<file path="src/logic/dtp_consts.vh">
`ifndef DTP_CONSTS_VH
`define DTP_CONSTS_VH

// register indices; byte address is 4 x index
`define DTP_IDX_TIMER_B_COUNT 5'h09
`define DTP_IDX_TIMER_B_CTL_ONE 5'h0a
`define DTP_IDX_TIMER_B_CTL_TWO 5'h0b
`define DTP_IDX_PRESCALER_B_COUNT 5'h0d
`define DTP_IDX_TONE_B_CONTROL 5'h0e
`define DTP_IDX_TIMER_C_COUNT 5'h10
`define DTP_IDX_TIMER_C_CTL_ONE 5'h11
`define DTP_IDX_TIMER_C_CTL_TWO 5'h12
`define DTP_IDX_PULSE_C_DUTY 5'h13
`define DTP_IDX_HIGH_BITS 5'h16

// control-one fields
`define DTP_BIT_RUN 0
`define DTP_BIT_RELOAD_SEL 1
`define DTP_BIT_SINGLE_SHOT 2
`define DTP_BIT_POLARITY 6
`define DTP_BIT_OUT_EN 7
// control-two fields
`define DTP_BIT_PRESC_EN_N 3
`define DTP_BIT_EDGE_SEL 4
`define DTP_BIT_SOURCE_SEL 5
// tone control fields
`define DTP_BIT_TONE_EN 7
`define DTP_BIT_TONE_SRC 3
// shared high-bits register fields
`define DTP_HB_TIMER_B_HI 7:6
`define DTP_HB_TIMER_C_HI 5:4
`define DTP_HB_DUTY_C_HI 1:0

// read masks, reset values and the wrap value
`define DTP_CTL_ONE_MASK 8'hc7
`define DTP_CTL_TWO_MASK 8'h3f
`define DTP_CTL_ONE_RESET 8'h00
`define DTP_CTL_TWO_RESET 8'h3f
`define DTP_TONE_RESET 8'h0f
`define DTP_PRESC_RESET 8'hff
`define DTP_WRAP_VALUE 10'h3ff

// axi responses
`define DTP_RESP_OKAY 2'b00
`define DTP_RESP_SLVERR 2'b10

`endif

</file>
<file path="src/logic/dtp_sync3.v">
// three-stage synchroniser; the output level changes only once
// the second and third stages agree, which filters a one-stage glitch
module dtp_sync3 (
    input wire aclk,
    input wire aresetn,
    input wire pin_in,
    output reg level_reg
);
    reg s1_reg;
    reg s2_reg;
    reg s3_reg;

    // first stage feeds only the second stage
    always @(posedge aclk) begin
        if (!aresetn) begin
            s1_reg <= 1'b0;
            s2_reg <= 1'b0;
            s3_reg <= 1'b0;
            level_reg <= 1'b0;
        end else begin
            s1_reg <= pin_in;
            s2_reg <= s1_reg;
            s3_reg <= s2_reg;
            if (s2_reg == s3_reg) begin
                level_reg <= s3_reg;
            end
        end
    end
endmodule // dtp_sync3

</file>
<file path="src/logic/dtp_timer.v">
`include "dtp_consts.vh"

// 10-bit down-counter with an 8-bit prescaler in front of it
module dtp_timer (
    input wire aclk,
    input wire aresetn,
    input wire run,
    input wire single_shot,
    input wire reload_select,
    input wire source_ext,
    input wire edge_fall,
    input wire presc_en_n,
    input wire [2:0] rate,
    input wire ext_rise,
    input wire ext_fall,
    input wire load,
    input wire [9:0] load_value,
    output reg [9:0] count_reg,
    output reg [9:0] reload_reg,
    output reg [7:0] presc_reg
);
    wire event_w;
    wire [8:0] span;
    wire [7:0] mask;
    wire presc_wrap;
    wire tick;

    // clock event: instruction clock is every aclk, else the chosen pin edge
    assign event_w = source_ext ? (edge_fall ? ext_fall : ext_rise) : 1'b1;
    // division by 2^(rate+1): low rate+1 bits of the prescaler all zero
    assign span = (9'h002 << rate) - 9'h001;
    assign mask = span[7:0];
    assign presc_wrap = (presc_reg & mask) == 8'h00;
    // prescaler bypassed gives one decrement per event
    assign tick = run & event_w & (presc_en_n | presc_wrap);

    // prescaler only moves while enabled and the timer runs
    always @(posedge aclk) begin
        if (!aresetn) begin
            presc_reg <= `DTP_PRESC_RESET;
        end else if (run && event_w && !presc_en_n) begin
            presc_reg <= presc_reg - 8'h01;
        end
    end

    // a count write loads reload and live count; load beats a tick
    always @(posedge aclk) begin
        if (!aresetn) begin
            count_reg <= 10'h000;
            reload_reg <= 10'h000;
        end else if (load) begin
            count_reg <= load_value;
            reload_reg <= load_value;
        end else if (tick) begin
            if (count_reg == 10'h000) begin
                if (!single_shot) begin
                    // non-stop: wrap to full scale or to the reload value
                    count_reg <= reload_select ? reload_reg : `DTP_WRAP_VALUE;
                end
                // single shot: hold at zero, reload select ignored
            end else begin
                count_reg <= count_reg - 10'h001;
            end
        end
    end
endmodule // dtp_timer

</file>
<file path="src/logic/dtp_top.v">
//
// Notes on behaviour
// - prescaler_b_count reads the live prescaler B counter; read-only.
// - tone codes 0000-0111 take prescaler B divided by 2 to 256.
// - tone codes 1000-1111 use timer B count bit 0 to bit 7.
// - tone enable set drives the tone output, else it is off.
// - timer_c_count reads the low byte of the 10-bit counter.
// - timer_c_count write loads high bits and byte to reload and count.
// - timer C counts only while its run bit is one.
// - non-stop, reload select 0: underflow loads 0x3ff, counting on.
// - non-stop, reload select 1: underflow loads the reload value.
// - single shot counts to zero once, then stops; reload select ignored.
// - pulse polarity set makes the pulse active low, else high.
// - pulse output enable drives the pulse pin, else the pin is GPIO.
// - prescaler C rate codes 000-111 divide by 2 to 256.
// - active-low prescaler enable inserts prescaler C when zero.
// - edge select 1 counts falling pin edges, 0 rising ones.
// - source select 1 clocks from the pin, 0 from the instruction clock.
// - reload value sets pulse frame; 10-bit duty sets active width.
// - timer B feeding the tone selector is a 10-bit down-counter.
//
// Added by the designer: register access over AXI4-Lite.
`include "dtp_consts.vh"

module dtp_top (
    input wire aclk,
    input wire aresetn,
    input wire [7:0] s_axi_awaddr,
    input wire s_axi_awvalid,
    output reg s_axi_awready,
    input wire [31:0] s_axi_wdata,
    input wire [3:0] s_axi_wstrb,
    input wire s_axi_wvalid,
    output reg s_axi_wready,
    output reg [1:0] s_axi_bresp,
    output reg s_axi_bvalid,
    input wire s_axi_bready,
    input wire [7:0] s_axi_araddr,
    input wire s_axi_arvalid,
    output reg s_axi_arready,
    output reg [31:0] s_axi_rdata,
    output reg [1:0] s_axi_rresp,
    output reg s_axi_rvalid,
    input wire s_axi_rready,
    input wire external_count_clock_pin,
    output reg pulse_c_pin_out,
    output reg pulse_c_pin_oe,
    output reg tone_b_pin_out,
    output reg tone_b_pin_oe
);

    ////////////////////////////////////////////////////////////////////////
    // register storage

    reg [7:0] timer_b_control_one_reg;
    reg [7:0] timer_b_control_two_reg;
    reg [7:0] tone_b_control_reg;
    reg [7:0] timer_c_control_one_reg;
    reg [7:0] timer_c_control_two_reg;
    reg [7:0] pulse_c_duty_reg;
    reg [7:0] timer_c_high_bits_reg;

    // write path holding state
    reg aw_held_reg;
    reg w_held_reg;
    reg [4:0] aw_index_reg;
    reg [7:0] w_byte_reg;
    reg w_lane_reg;

    // external pin edges
    reg ext_prev_reg;
    wire ext_level;
    wire ext_rise;
    wire ext_fall;

    // timer outputs
    wire [9:0] timer_b_count;
    wire [9:0] timer_b_reload;
    wire [7:0] prescaler_b_count;
    wire [9:0] timer_c_count;
    wire [9:0] timer_c_reload;
    wire [7:0] prescaler_c_count;

    wire write_fire;
    wire load_b;
    wire load_c;
    wire [9:0] pulse_c_duty_full;
    wire [3:0] tone_b_freq_select;
    wire tone_b_enable;
    wire pulse_c_active;
    wire tone_b_wave;

    reg [7:0] read_byte;
    reg read_hit;
    reg write_hit;

    ////////////////////////////////////////////////////////////////////////
    // external count clock pin: synchronise, then find edges

    dtp_sync3 u_ext_sync (
        .aclk(aclk),
        .aresetn(aresetn),
        .pin_in(external_count_clock_pin),
        .level_reg(ext_level)
    );

    // edges come from the filtered level, never from raw stages
    always @(posedge aclk) begin
        if (!aresetn) begin
            ext_prev_reg <= 1'b0;
        end else begin
            ext_prev_reg <= ext_level;
        end
    end

    assign ext_rise = ext_level & ~ext_prev_reg;
    assign ext_fall = ~ext_level & ext_prev_reg;

    ////////////////////////////////////////////////////////////////////////
    // axi4-lite write channel

    // a write commits once address and data are both held and no
    // response is pending; one write at a time keeps the slave simple
    assign write_fire = aw_held_reg & w_held_reg & ~s_axi_bvalid;
    assign load_b = write_fire & w_lane_reg & (aw_index_reg == `DTP_IDX_TIMER_B_COUNT);
    assign load_c = write_fire & w_lane_reg & (aw_index_reg == `DTP_IDX_TIMER_C_COUNT);

    // address and data are taken in either order
    always @(posedge aclk) begin
        if (!aresetn) begin
            aw_held_reg <= 1'b0;
            w_held_reg <= 1'b0;
            aw_index_reg <= 5'h00;
            w_byte_reg <= 8'h00;
            w_lane_reg <= 1'b0;
            s_axi_awready <= 1'b1;
            s_axi_wready <= 1'b1;
        end else begin
            if (s_axi_awvalid && s_axi_awready) begin
                aw_held_reg <= 1'b1;
                aw_index_reg <= s_axi_awaddr[6:2];
                s_axi_awready <= 1'b0;
            end else if (write_fire) begin
                aw_held_reg <= 1'b0;
            end
            if (s_axi_wvalid && s_axi_wready) begin
                w_held_reg <= 1'b1;
                w_byte_reg <= s_axi_wdata[7:0];
                w_lane_reg <= s_axi_wstrb[0];
                s_axi_wready <= 1'b0;
            end else if (write_fire) begin
                w_held_reg <= 1'b0;
            end
            // ready returns once the response is taken
            if (s_axi_bvalid && s_axi_bready) begin
                s_axi_awready <= 1'b1;
                s_axi_wready <= 1'b1;
            end
        end
    end

    // decode of writable indices
    always @* begin
        case (aw_index_reg)
            `DTP_IDX_TIMER_B_COUNT,
            `DTP_IDX_TIMER_B_CTL_ONE,
            `DTP_IDX_TIMER_B_CTL_TWO,
            `DTP_IDX_TONE_B_CONTROL,
            `DTP_IDX_TIMER_C_COUNT,
            `DTP_IDX_TIMER_C_CTL_ONE,
            `DTP_IDX_TIMER_C_CTL_TWO,
            `DTP_IDX_PULSE_C_DUTY,
            `DTP_IDX_HIGH_BITS: write_hit = 1'b1;
            default: write_hit = 1'b0;
        endcase
    end

    // write response; the read-only prescaler count answers an error
    always @(posedge aclk) begin
        if (!aresetn) begin
            s_axi_bvalid <= 1'b0;
            s_axi_bresp <= `DTP_RESP_OKAY;
        end else if (write_fire) begin
            s_axi_bvalid <= 1'b1;
            s_axi_bresp <= write_hit ? `DTP_RESP_OKAY : `DTP_RESP_SLVERR;
        end else if (s_axi_bready) begin
            s_axi_bvalid <= 1'b0;
        end
    end

    // register updates; only byte lane 0 carries data
    always @(posedge aclk) begin
        if (!aresetn) begin
            timer_b_control_one_reg <= `DTP_CTL_ONE_RESET;
            timer_b_control_two_reg <= `DTP_CTL_TWO_RESET;
            tone_b_control_reg <= `DTP_TONE_RESET;
            timer_c_control_one_reg <= `DTP_CTL_ONE_RESET;
            timer_c_control_two_reg <= `DTP_CTL_TWO_RESET;
            pulse_c_duty_reg <= 8'h00;
            timer_c_high_bits_reg <= 8'h00;
        end else if (write_fire && w_lane_reg) begin
            case (aw_index_reg)
                `DTP_IDX_TIMER_B_CTL_ONE: begin
                    timer_b_control_one_reg <= w_byte_reg & `DTP_CTL_ONE_MASK;
                end
                `DTP_IDX_TIMER_B_CTL_TWO: begin
                    timer_b_control_two_reg <= w_byte_reg & `DTP_CTL_TWO_MASK;
                end
                `DTP_IDX_TONE_B_CONTROL: begin
                    tone_b_control_reg <= w_byte_reg;
                end
                `DTP_IDX_TIMER_C_CTL_ONE: begin
                    timer_c_control_one_reg <= w_byte_reg & `DTP_CTL_ONE_MASK;
                end
                `DTP_IDX_TIMER_C_CTL_TWO: begin
                    // rate changes while enabled are software's hazard
                    timer_c_control_two_reg <= w_byte_reg & `DTP_CTL_TWO_MASK;
                end
                `DTP_IDX_PULSE_C_DUTY: begin
                    pulse_c_duty_reg <= w_byte_reg;
                end
                `DTP_IDX_HIGH_BITS: begin
                    timer_c_high_bits_reg <= w_byte_reg;
                end
                default: begin
                    pulse_c_duty_reg <= pulse_c_duty_reg;
                end
            endcase
        end
    end

    ////////////////////////////////////////////////////////////////////////
    // axi4-lite read channel

    // read mux; write-only registers read as zero
    always @* begin
        read_byte = 8'h00;
        read_hit = 1'b1;
        case (s_axi_araddr[6:2])
            `DTP_IDX_TIMER_B_COUNT: read_byte = timer_b_count[7:0];
            `DTP_IDX_TIMER_B_CTL_ONE: read_byte = timer_b_control_one_reg;
            `DTP_IDX_TIMER_B_CTL_TWO: read_byte = timer_b_control_two_reg;
            `DTP_IDX_PRESCALER_B_COUNT: read_byte = prescaler_b_count;
            `DTP_IDX_TONE_B_CONTROL: read_byte = 8'h00;
            `DTP_IDX_TIMER_C_COUNT: read_byte = timer_c_count[7:0];
            `DTP_IDX_TIMER_C_CTL_ONE: read_byte = timer_c_control_one_reg;
            `DTP_IDX_TIMER_C_CTL_TWO: read_byte = timer_c_control_two_reg;
            `DTP_IDX_PULSE_C_DUTY: read_byte = 8'h00;
            `DTP_IDX_HIGH_BITS: read_byte = timer_c_high_bits_reg;
            default: read_hit = 1'b0;
        endcase
    end

    // one read in flight; arready drops while data waits
    always @(posedge aclk) begin
        if (!aresetn) begin
            s_axi_arready <= 1'b1;
            s_axi_rvalid <= 1'b0;
            s_axi_rdata <= 32'h00000000;
            s_axi_rresp <= `DTP_RESP_OKAY;
        end else if (s_axi_arvalid && s_axi_arready) begin
            s_axi_arready <= 1'b0;
            s_axi_rvalid <= 1'b1;
            s_axi_rdata <= {24'h000000, read_byte};
            s_axi_rresp <= read_hit ? `DTP_RESP_OKAY : `DTP_RESP_SLVERR;
        end else if (s_axi_rvalid && s_axi_rready) begin
            s_axi_rvalid <= 1'b0;
            s_axi_arready <= 1'b1;
        end
    end

    ////////////////////////////////////////////////////////////////////////
    // timers

    // timer B: 10-bit down-counter feeding the tone selector
    dtp_timer u_timer_b (
        .aclk(aclk),
        .aresetn(aresetn),
        .run(timer_b_control_one_reg[`DTP_BIT_RUN]),
        .single_shot(timer_b_control_one_reg[`DTP_BIT_SINGLE_SHOT]),
        .reload_select(timer_b_control_one_reg[`DTP_BIT_RELOAD_SEL]),
        .source_ext(timer_b_control_two_reg[`DTP_BIT_SOURCE_SEL]),
        .edge_fall(timer_b_control_two_reg[`DTP_BIT_EDGE_SEL]),
        .presc_en_n(timer_b_control_two_reg[`DTP_BIT_PRESC_EN_N]),
        .rate(timer_b_control_two_reg[2:0]),
        .ext_rise(ext_rise),
        .ext_fall(ext_fall),
        .load(load_b),
        .load_value({timer_c_high_bits_reg[`DTP_HB_TIMER_B_HI], w_byte_reg}),
        .count_reg(timer_b_count),
        .reload_reg(timer_b_reload),
        .presc_reg(prescaler_b_count)
    );

    // timer C: drives the pulse output
    dtp_timer u_timer_c (
        .aclk(aclk),
        .aresetn(aresetn),
        .run(timer_c_control_one_reg[`DTP_BIT_RUN]),
        .single_shot(timer_c_control_one_reg[`DTP_BIT_SINGLE_SHOT]),
        .reload_select(timer_c_control_one_reg[`DTP_BIT_RELOAD_SEL]),
        .source_ext(timer_c_control_two_reg[`DTP_BIT_SOURCE_SEL]),
        .edge_fall(timer_c_control_two_reg[`DTP_BIT_EDGE_SEL]),
        .presc_en_n(timer_c_control_two_reg[`DTP_BIT_PRESC_EN_N]),
        .rate(timer_c_control_two_reg[2:0]),
        .ext_rise(ext_rise),
        .ext_fall(ext_fall),
        .load(load_c),
        .load_value({timer_c_high_bits_reg[`DTP_HB_TIMER_C_HI], w_byte_reg}),
        .count_reg(timer_c_count),
        .reload_reg(timer_c_reload),
        .presc_reg(prescaler_c_count)
    );

    ////////////////////////////////////////////////////////////////////////
    // pulse output

    // the frame is the reload period of the down-count; the output is
    // active while the count sits below the 10-bit duty value
    assign pulse_c_duty_full = {timer_c_high_bits_reg[`DTP_HB_DUTY_C_HI], pulse_c_duty_reg};
    assign pulse_c_active = (timer_c_count < pulse_c_duty_full);

    // pin stays GPIO (not driven) while the output enable is clear
    always @(posedge aclk) begin
        if (!aresetn) begin
            pulse_c_pin_out <= 1'b0;
            pulse_c_pin_oe <= 1'b0;
        end else begin
            pulse_c_pin_out <= pulse_c_active ^
                timer_c_control_one_reg[`DTP_BIT_POLARITY];
            pulse_c_pin_oe <= timer_c_control_one_reg[`DTP_BIT_OUT_EN];
        end
    end

    ////////////////////////////////////////////////////////////////////////
    // tone output

    assign tone_b_freq_select = tone_b_control_reg[3:0];
    assign tone_b_enable = tone_b_control_reg[`DTP_BIT_TONE_EN];
    // prescaler bit n toggles every 2^n events, i.e. a square wave at
    // 1/2^(n+1); a frozen prescaler or timer leaves the tone static
    assign tone_b_wave = tone_b_freq_select[`DTP_BIT_TONE_SRC] ?
        timer_b_count[tone_b_freq_select[2:0]] :
        prescaler_b_count[tone_b_freq_select[2:0]];

    // disabled tone parks low and releases the pin
    always @(posedge aclk) begin
        if (!aresetn) begin
            tone_b_pin_out <= 1'b0;
            tone_b_pin_oe <= 1'b0;
        end else begin
            tone_b_pin_out <= tone_b_enable & tone_b_wave;
            tone_b_pin_oe <= tone_b_enable;
        end
    end

endmodule // dtp_top

</file>
<file path="config.mk">
export PLATFORM = sky130hd
export DESIGN_NAME = dtp_top
export DESIGN_NICKNAME = d
export VERILOG_FILES = /design/src/logic/dtp_sync3.v /design/src/logic/dtp_timer.v /design/src/logic/dtp_top.v
export VERILOG_INCLUDE_DIRS = /design/src /design/src/logic
export SDC_FILE = /design/constraint.sdc
export NUM_CORES = 1
export LEC_CHECK = 0
export BUFFER_PORTS_ARGS = -buffer_cell sky130_fd_sc_hd__buf_2
export CAP_MARGIN = 10
export CORE_MARGIN = 4
export CORE_UTILIZATION = 57
export DETAILED_ROUTE_END_ITERATION = 8
export HOLD_SLACK_MARGIN = 0.05
export MAX_ROUTING_LAYER = met4
export PLACE_DENSITY = 0.8
export SLEW_MARGIN = 20
export SYNTH_ARGS = -nofsm -noshare
export SYNTH_HDL_FRONTEND = slang
export SYNTH_SLANG_ARGS = --single-unit
export TNS_END_PERCENT = 30
</file>
<file path="constraint.sdc">
create_clock -name aclk -period 4.1 [get_ports aclk]
set_input_delay 0.205 -clock aclk [delete_from_list [all_inputs] [get_ports aclk]]
set_output_delay 0.205 -clock aclk [all_outputs]
set_load 0.01 [all_outputs]
</file>
* After elaboration in Yosys (flattened, before gate mapping)
Memory sizes are Yosys's and may differ from the RTL's. A register that Yosys moved wholly into a read port is not among the register bits.
Index checks and enable logic that the tools add are counted.
** Cells by class
- $add $sub $neg :: 6
- Multipliers :: 0
- Div/mod/pow operators :: 0
- $lt $le $gt $ge :: 3
- Eq/ne operators :: 22
- Shifts and indexed selects :: 2
- Muxes and demuxes :: 34
- Bitwise operators :: 21
- Reduce and logical (&&, ||, !) cells :: 33
** Operators by type and width (count)
- $mux 10 :: 10
- $pmux 8 s8 :: 1
- $eq 5x5->1 const B :: 10
- $eq 5x4->1 const B :: 9
- $sub 8x1->8 const B :: 4
- $logic_not 10->1 :: 2
- $sub 10x1->10 const B :: 2
- $reduce_and 2->1 :: 9
- $mux 1 :: 17
- $and 8x8->8 :: 2
- $logic_not 8->1 :: 2
- $shl 2x3->8 const A :: 2
- $and 1x1->1 :: 12
- $reduce_bool 2->1 :: 6
- $logic_and 1x1->1 :: 10
- $lt 10x10->1 :: 1
- $mux 5 :: 2
- $reduce_or 10->1 :: 1
- $bmux 1 s3 :: 2
- $ne 3x3->1 const B :: 2
- $lt 3x5->1 const B :: 1
- $lt 3x4->1 const B :: 1
- $mux 2 :: 2
- $not 1->1 :: 4
- 5 further kinds :: 7
** Word-level totals
- Register bits after elaboration :: 144
- Bits in latches :: 0
- RAM bits :: 0
- ROM bits :: 32
- Input bits :: 60
- Output and inout port bits :: 45
- Word-level logic and storage cells :: 157
- Memories :: 1
** Memory list
- (name not given) :: depth 32, bits a word 1, rd ports 1, clocked after Yosys merged registers in 1, write ports 0, RTL line dtp_top.v:164 : case (aw_index_reg)

* Depth between registers and ports, before layout
Gate-level depths: netlist (run 1).
- Depth in word-level cells :: 8
- Gate-level depth with buffers :: 11
- Gate-level depth less buffers :: 9

* Hierarchy
A second synthesis (run 1) with hierarchy kept.
** Second synthesis, totals
- Cell total of the unflattened synthesis :: 820
- Area, all modules :: 7274.5 µm²
** By module, submodules not included
- dtp_top :: times used 1, cells each 422, area an instance 4042.6 µm², seq. area each 1601.5 µm²
- dtp_timer :: times used 2, cells each 194, area an instance 1557.7 µm², seq. area each 560.5 µm²
- dtp_sync3 :: times used 1, cells each 10, area an instance 116.4 µm², seq. area each 80.1 µm²

* Least setup slack after synthesis (run 1)
OpenSTA, ideal clock, no wires.
- Path type :: register -> register
- Start point :: register timer_b_control_two_reg[1]
- End point :: register u_timer_b.count_reg[9]
- Library setup time :: 0.131 ns
- Arrival time :: 2.169 ns
- Required time :: 3.969 ns
- Path slack :: 1.801 ns
- Stages on the path, launching flop included :: 11
- Path buffers :: 2
- Period minus slack after synthesis :: 2.299 ns
- Path through :: dfxtp_1 buf_6 or3_4 ha_1 nand2b_1 mux2_2 o211a_1 o211ai_4 buf_6 mux2i_1 a21oi_1
** Between the ends
- Cells in the longest elaborated chain, start to end :: 8
** RTL lines
- from (decl) :: RTL line dtp_top.v:56 : reg [7:0] timer_b_control_two_reg;
- from (signal assigned) :: RTL line dtp_top.v:195 : timer_b_control_two_reg <= `DTP_CTL_TWO_RESET;
- from (signal assigned) :: RTL line dtp_top.v:207 : timer_b_control_two_reg <= w_byte_reg & `DTP_CTL_TWO_MASK;
- $shl 2x3->8 :: RTL line dtp_timer.v:31 : assign span = (9'h002 << rate) - 9'h001;
- $sub 8x1->8 :: RTL line dtp_timer.v:31
- $and 8x8->8 :: RTL line dtp_timer.v:33 : assign presc_wrap = (presc_reg & mask) == 8'h00;
- $logic_not 8->1 :: RTL line dtp_timer.v:33
- $or 1x1->1 :: RTL line dtp_timer.v:35 : assign tick = run & event_w & (presc_en_n | presc_wrap);
- $and 1x1->1 :: RTL line dtp_timer.v:35
- $reduce_bool 2->1 (no source line)
- $reduce_and 2->1 (no source line)
- to (signal assigned) :: RTL line dtp_timer.v:52 : count_reg <= load_value;
- to (signal assigned) :: RTL line dtp_timer.v:58 : count_reg <= reload_select ? reload_reg : `DTP_WRAP_VALUE;
- to (signal assigned) :: RTL line dtp_timer.v:62 : count_reg <= count_reg - 10'h001;
- to (decl) :: RTL line dtp_timer.v:18 : output reg [9:0] count_reg,
Every way passes these cells.
A chain may end at the register's enable or synchronous reset.

* Final worst setup path (run 1)
- Start point :: register s_axi_bvalid
- End point :: register u_timer_b.count_reg[4]
** Between the ends
- Cells in the longest elaborated chain, start to end :: 6
- Elaborated cells between the ends (all ways) :: 8
- Classes of those cells :: eq/ne (1); mux (1); bitwise (4); reduce/logical (2)
** RTL lines
- from (decl) :: RTL line dtp_top.v:36 : output reg s_axi_bvalid,
- from (signal assigned) :: RTL line dtp_top.v:181 : s_axi_bvalid <= 1'b0;
- from (signal assigned) :: RTL line dtp_top.v:184 : s_axi_bvalid <= 1'b1;
- from (signal assigned) :: RTL line dtp_top.v:187 : s_axi_bvalid <= 1'b0;
- $not 1->1 * :: RTL line dtp_top.v:124 : assign write_fire = aw_held_reg & w_held_reg & ~s_axi_bvalid;
- $and 1x1->1 * :: RTL line dtp_top.v:124
- $and 1x1->1 * (2 in a row) :: RTL line dtp_top.v:125 : assign load_b = write_fire & w_lane_reg & (aw_index_reg == `DTP_IDX_TIMER_B_COUNT);
- $ne 3x3->1 (no source line) or $reduce_bool 2->1 (tied branches)
- $reduce_and 2->1 (no source line)
Mark *: on every way between the ends. The rest lies on a longest branch, timed or not.

==> results of run 1 <==
worst paths after layout:
path	from	cells after the start	end
setup / recovery	s_axi_bvalid	5	u_timer_b.count_reg[4]
hold / removal	s_axi_bready	3	s_axi_awready
setup reg to reg	s_axi_bvalid	5	u_timer_b.count_reg[4]
hold reg to reg	write_hit	1	s_axi_bresp[1]
layer usage:
metal,global-route usage (%),vias up,wire length (microns)
met5,-,-,0
met4,12.3,0,576
met3,6.69,51,1530
met2,39.7,272,8420
met1,32.2,2957,7610
li1,-,3025,-
power by group through the flow:
| stage | registers, mW | logic (mW) | clock network [mW] |
|---|---|---|---|
| after global placement | 1.44 | 0.118 | 0 |
| after floorplan | 1.42 | 0.108 | 0 |
| after detailed placement | 1.44 | 0.120 | 0 |
| final | 1.41 | 0.132 | 1.49 |
| after global routing | 1.41 | 0.146 | 1.58 |
| after CTS | 1.41 | 0.129 | 1.50 |
through the flow:
| stage | hold WS, ns | setup WS, ns |
|---|---|---|
| after detailed placement | 0.410 | 1.45 |
| after global routing | 0.0819 | 1.27 |
| final | 0.0603 | 1.41 |
| after global placement | 0.406 | 1.50 |
| after CTS | 0.0555 | 1.42 |
| after floorplan | 0.305 | 1.80 |
logic make-up after synthesis:
logic type	Yosys count	share of synthesized area [%]
muxes	55	8.58
xor gates and xnor gates	19	2.31
adders and majority gates	14	2.43
AOI/OAI and AO/OA	188	17.6
other	1	0.0520
DFF	140	38.8
and+or+nand+nor	322	21.9
buffers and inverters	119	8.27
synthesized netlist by cell type (all sizes together) (5+ instances only):
| library cell | number |
|---|---|
| a31oi | 14 |
| a22oi | 32 |
| o21ai | 31 |
| nand3 | 21 |
| nor3 | 19 |
| nor2 | 60 |
| and2 | 9 |
| or3 | 15 |
| nor4 | 7 |
| a211oi | 6 |
| nand2b | 13 |
| o211ai | 7 |
| nor3b | 6 |
| a211o | 6 |
| or4 | 9 |
| a21oi | 58 |
| ha | 14 |
| xor2 | 10 |
| or3b | 7 |
| nand2 | 139 |
| mux2 | 5 |
| inv | 43 |
| xnor2 | 9 |
| nand3b | 6 |
| mux4 | 5 |
| clkbuf | 37 |
| mux2i | 45 |
| dfxtp | 140 |
| buf | 39 |
worst min-delay path, stage by stage:
cell and delay [ns]:
buf_2 0.09, a21oi_1 0.08, o21ai_0 0.07
final cells by class:
cell class	count	area share, %
inverter	43	2.01
timing repair buffer	61	4.67
clock inverter	8	1.15
clock buffer	22	5.90
multi-input combinational	624	48.8
sequential	140	34.9
tap	168	2.62
==> out/results.tsv, run 1 <==
stage	metric	value	unit
status	outcome	finished, final reports clean	
finish	Filler Cells Inserted	1020	
placed_design	DP Wirelength	11800	microns
power_and_ir_drop	Tot Pwr	3.03	mW
yosys	Seq/Total Area, Yosys	38.8	%
worst_setup_path	startpoint types	flip-flop	
finish	Post-Layout Inst Area	8030	sq um
sta	Slew Viols, Final	0	
worst_setup_path	kind of critical path	reg2reg	
global_routing	gr ovfl total	0	
floorplanning	die height	121	microns
worst_setup_path	Critical Path Slowest Stage Cell	nor3_2	
routing	WL/cell	17.0	microns
yosys	Mapped Area	7220	sq um
clocking	CTS Buf Count	17	
floorplanning	I/O Pins	105	
yosys	synth warn	0	
worst_setup_path	crit end category	flip-flop	
routing	DRT antenna net count	0	
floorplanning	Horiz. Die Dim	121	microns
yosys	number of synthesized flops with an enable pin	0	
worst_setup_path	CP delay by family, top	simple AND/OR/NAND/NOR gates	
yosys	synthesized instance count	858	
yosys	FF+latch count, synth	140	
power_and_ir_drop	power per cell area	377	nW/um^2
finish	nets@finish	961	
power_and_ir_drop	Switching Fraction	22.3	%
clocking	CTS Hold Bufs	12	
sta	total negative slack	0	ns
worst_setup_path	Crit Path Max Fanout	17	
sta	fin crit period	2.69	ns
placed_design	Area after DPL	7350	sq um
sta	Worst-Margin Slew	1.13	ns
sta	unrepaired setup endpoints after global routing	no	
worst_setup_path	WP data required	4.42	ns
sta	Setup Viol. Count Final	0	
worst_setup_path	R2R Setup Slk	1.41	ns
yosys	Netlist cell types	73	
finish	area growth from synthesis to layout	11.3	%
floorplanning	FP Rows	40	
placed_design	dpl cells	1024	
global_routing	antenna violations before repair	0	
floorplanning	Core ar.	12200	sq um
sta	Worst Skew	0.00923	ns
clocking	H-tree levels	4	
worst_setup_path	CP Buf/Inv Count	0	
yosys	Syn Area/Cell	8.41	sq um
finish	register area	2800	sq um
clocking	CTS tree	yes	
power_and_ir_drop	Leak	3.26	nW
clocking	clk root buf	clkbuf_16	
power_and_ir_drop	worst IR drop on VDD	320	uV
clocking	Clock Sink Count	140	
yosys	top post-synthesis cells by area	dfxtp_1, nand2_1, mux2i_1	
global_routing	vias in the first global route	5860	
yosys	Synth Flop Type	dfxtp_1	
power_and_ir_drop	Comb pwr share	4.4	%
yosys	top-area cell type share of the netlist area	38.8	%
routing	via count	6305	
sta	Final period util	65.5	%
clocking	post-CTS sizing	0	
routing	Pre-Repair DR Iteration Count	5	
power_and_ir_drop	part of the power in registers	46.5	%
placed_design	IO buf count	45	
power_and_ir_drop	internal power	2.35	mW
global_routing	largest net degree at the start of global routing	64	
routing	Via-to-Cell Ratio	5.91	
placed_design	GPL Wtd Cong	0.886	
job	max capacitance violation total	0	
power_and_ir_drop	clock share of power	49.2	%
sta	Slew HR	24.3	%
yosys	Yosys top cell by area	dfxtp_1	
finish	commonest non-fill, non-tap cell in the layout	dfxtp_1	
hold_path	worst hold path class	in2reg	
clocking	clk slew on worst S/H paths	0.06	ns
yosys	async set-reset flop share out of synthesis	0	%
global_routing	GRT Total Usage	26.0	%
clocking	postcts setup bufs	0	
finish	final non-filler cell total	1066	
finish	layout cells sized above 1	12.9	%
routing	Initial DRC Count	631	
sta	Final Hold Fails	0	
routing	detailed-route wire length	18100	microns
floorplanning	initial core utilization	59.1	%
worst_setup_path	Arr. time, crit path	3.00	ns
finish	post-layout util	65.8	%
clocking	Max Root-Sink Buffers	2	
worst_setup_path	critical path's largest stage delay	0.91	ns
finish	antenna diode count	0	
finish	multi-input logic area	3920	sq um
sta	FMAX	372	MHz
routing	drt drc	0	
finish	commonest cells after routing, fill and taps aside	dfxtp_1, nand2_1, nor2_1	
worst_setup_path	crit-path cells	nand4b_1 -> or3b_1 -> nor3_2 -> nor4_1 -> o31a_1	
clocking	clock latency on the worst-skew pair	0.43	ns
power_and_ir_drop	switching power total	677	uW
floorplanning	Die ar.	14500	sq um
global_routing	first-pass GRT wire length	29300	microns
Note: power is estimated with default switching activity, not from simulation.
==> run 2, diff against run 1 <==
ABC_AREA = 1   (was default)
clock period = 2.6 ns   (was 4.1 ns; I/O delays follow)
==> run 2 against run 1 <==
Against the previous run: routed wire length up 4.6%; power up 63%; via count up 9.9%; worst setup slack worse by 0.88 ns; design area up 1.5%; hold slack worse by 0.0053 ns; non-clock buffer count up 10; area after synthesis down 1.3%; flip-flop and latch count unchanged; critical path depth up 8; count of clock-buffer cells in the layout down 4; register-to-register slack worse by 0.88 ns; critical path type unchanged; largest cell class unchanged.
==> out/results.tsv, run 2 <==
stage	metric	value	unit
finish	commonest non-fill, non-tap cell in the layout	nand2_1	
power_and_ir_drop	power per cell area	607	nW/um^2
sta	Slew Viols, Final	0	
clocking	CTS tree	yes	
floorplanning	Die ar.	14300	sq um
routing	Pre-Repair DR Iteration Count	7	
sta	Final period util	79.5	%
yosys	Synth Flop Type	dfxtp_1	
sta	Setup Viol. Count Final	0	
yosys	synth warn	0	
worst_setup_path	crit end category	flip-flop	
routing	Via-to-Cell Ratio	5.50	
yosys	Mapped Area	7120	sq um
placed_design	Area after DPL	7410	sq um
clocking	clock latency on the worst-skew pair	0.43	ns
yosys	top post-synthesis cells by area	dfxtp_1, nand2_1, a21oi_1	
yosys	Seq/Total Area, Yosys	39.4	%
placed_design	IO buf count	45	
yosys	number of synthesized flops with an enable pin	0	
hold_path	worst hold path class	in2reg	
yosys	commonest cells in the netlist	nand2_1, dfxtp_1, a21oi_1, inv_1, o21ai_0	
placed_design	DP Wirelength	13200	microns
yosys	Yosys top cell by area	dfxtp_1	
floorplanning	FP Rows	40	
global_routing	antenna violations before repair	0	
routing	WL/cell	15.0	microns
finish	nets@finish	1154	
routing	DRT antenna net count	0	
sta	unrepaired setup endpoints after global routing	no	
sta	Worst Skew	0.00646	ns
finish	antenna diode count	0	
yosys	Netlist cell types	47	
global_routing	largest net degree at the start of global routing	65	
clocking	clk slew on worst S/H paths	0.06	ns
clocking	Clock Sink Count	140	
clocking	H-tree levels	4	
finish	post-layout util	67.3	%
yosys	most common cell in the netlist	nand2_1	
worst_setup_path	WP data required	2.95	ns
routing	detailed-route wire length	19000	microns
yosys	FF+latch count, synth	140	
sta	FMAX	484	MHz
floorplanning	Core ar.	12100	sq um
yosys	Syn Area/Cell	6.97	sq um
job	max capacitance violation total	0	
placed_design	GPL Wtd Cong	0.985	
yosys	synthesized instance count	1022	
power_and_ir_drop	Tot Pwr	4.95	mW
worst_setup_path	kind of critical path	reg2reg	
clocking	CTS Buf Count	17	
sta	Slew HR	58.5	%
clocking	Max Root-Sink Buffers	2	
sta	Final Hold Fails	0	
placed_design	worst slack, placed	0.545	ns
power_and_ir_drop	Leak	3.67	nW
yosys	async set-reset flop share out of synthesis	0	%
global_routing	gr ovfl total	0	
sta	total negative slack	0	ns
sta	worst setup margin	0.534	ns
global_routing	first-pass GRT wire length	31100	microns
routing	Initial DRC Count	617	
floorplanning	die height	120	microns
finish	area growth from synthesis to layout	14.5	%
worst_setup_path	startpoint types	flip-flop	
floorplanning	Horiz. Die Dim	120	microns
global_routing	vias in the first global route	6352	
clocking	clk root buf	clkbuf_16	
global_routing	GRT Total Usage	27.9	%
sta	fin crit period	2.07	ns
worst_setup_path	Crit Path Max Fanout	10	
sta	Worst-Margin Slew	0.620	ns
floorplanning	initial core utilization	58.8	%
power_and_ir_drop	worst IR drop on VDD	567	uV
status	outcome	finished, final reports clean	
yosys	top-area cell type share of the netlist area	39.4	%
routing	drt drc	0	
worst_setup_path	Arr. time, crit path	2.42	ns
finish	Post-Layout Inst Area	8160	sq um
finish	commonest cells after routing, fill and taps aside	nand2_1, dfxtp_1, a21oi_1	
finish	layout cells sized above 1	10.8	%
floorplanning	I/O Pins	105	
routing	via count	6931	
[run 2: stage by stage]
step | std cells | hold WS (ns)
after global routing | 1261 | 0.0521
after global placement | 1214 | 0.314
final | 1261 | 0.0550
after detailed placement | 1214 | 0.320
after CTS | 1261 | 0.0527
after floorplan | 1047 | 0.228
[run 2: worst max-delay path, stage by stage (launching register included)]
cell	delay [ns]
dfxtp_1	0.33
inv_1	0.19
nand3_1	0.11
ha_1	0.28
nor2_1	0.04
nor2_1	0.08
nand2_1	0.06
nor2_1	0.10
nand3_1	0.09
nand2_1	0.09
nand2_1	0.07
nand2_1	0.29
nand2_1	0.10
a21oi_1	0.15
[run 2: worst paths after layout]
kind / from / to / slack, ns / depth (start not counted)
worst min-delay path: s_axi_awaddr[4] / aw_index_reg[2] / 0.05 / 3
worst max-delay path: timer_b_control_two_reg[2] / u_timer_b.count_reg[7] / 0.53 / 13
worst min register to register: u_ext_sync.s1_reg / u_ext_sync.s2_reg / 0.42 / 2
worst max register to register: timer_b_control_two_reg[2] / u_timer_b.count_reg[7] / 0.53 / 13
[run 2: logic make-up (layout without fill, tap and decap cells)]
family	after synthesis	in the layout	share of synthesized area, %
AO/OA/AOI/OAI	258	258	19.5
XOR/XNOR	8	8	0.984
adder cells (fa/ha/maj)	14	14	2.46
buffers and inverters	171	217	10.8
flip-flops	140	140	39.4
other	1	26	0.0527
AND/OR/NAND/NOR	430	430	26.9
[run 2: timing repair]
item	4_1_cts	5_1_grt
hold buffers	15	0
gates resized for setup	0	0
hold endpoints to repair	15	0
setup buffers	0	0
[run 2: power breakdown]
part | switching, mW | leakage, nW | internal (mW) | total [mW]
clock network | 0.936 | 0.282 | 1.51 | 2.44
logic | 0.191 | 2.25 | 0.0870 | 0.278
registers | 0.0463 | 1.14 | 2.18 | 2.23
total | 1.17 | 3.67 | 3.78 | 4.95
[run 2: cell type report]
| cell class | instances | area (sq um) |
|---|---|---|
| sequential | 140 | 2800 |
| inverter | 114 | 429 |
| multi-input combinational | 736 | 3640 |
| timing repair buffer | 71 | 470 |
| clock buffer | 18 | 429 |
| fill | 1105 | 3960 |
| clock inverter | 14 | 170 |
| tap | 168 | 210 |
[run 2: metal layers]
metal | up-vias | part of all wire (%) | global-route usage, % | wire (microns)
met5 | - | 0 | - | 0
met3 | 55 | 8.1 | 8.06 | 1540
li1 | 3466 | - | - | -
met4 | 0 | 3.0 | 10.2 | 567
met2 | 310 | 45 | 42.9 | 8570
met1 | 3100 | 44 | 35.1 | 8310
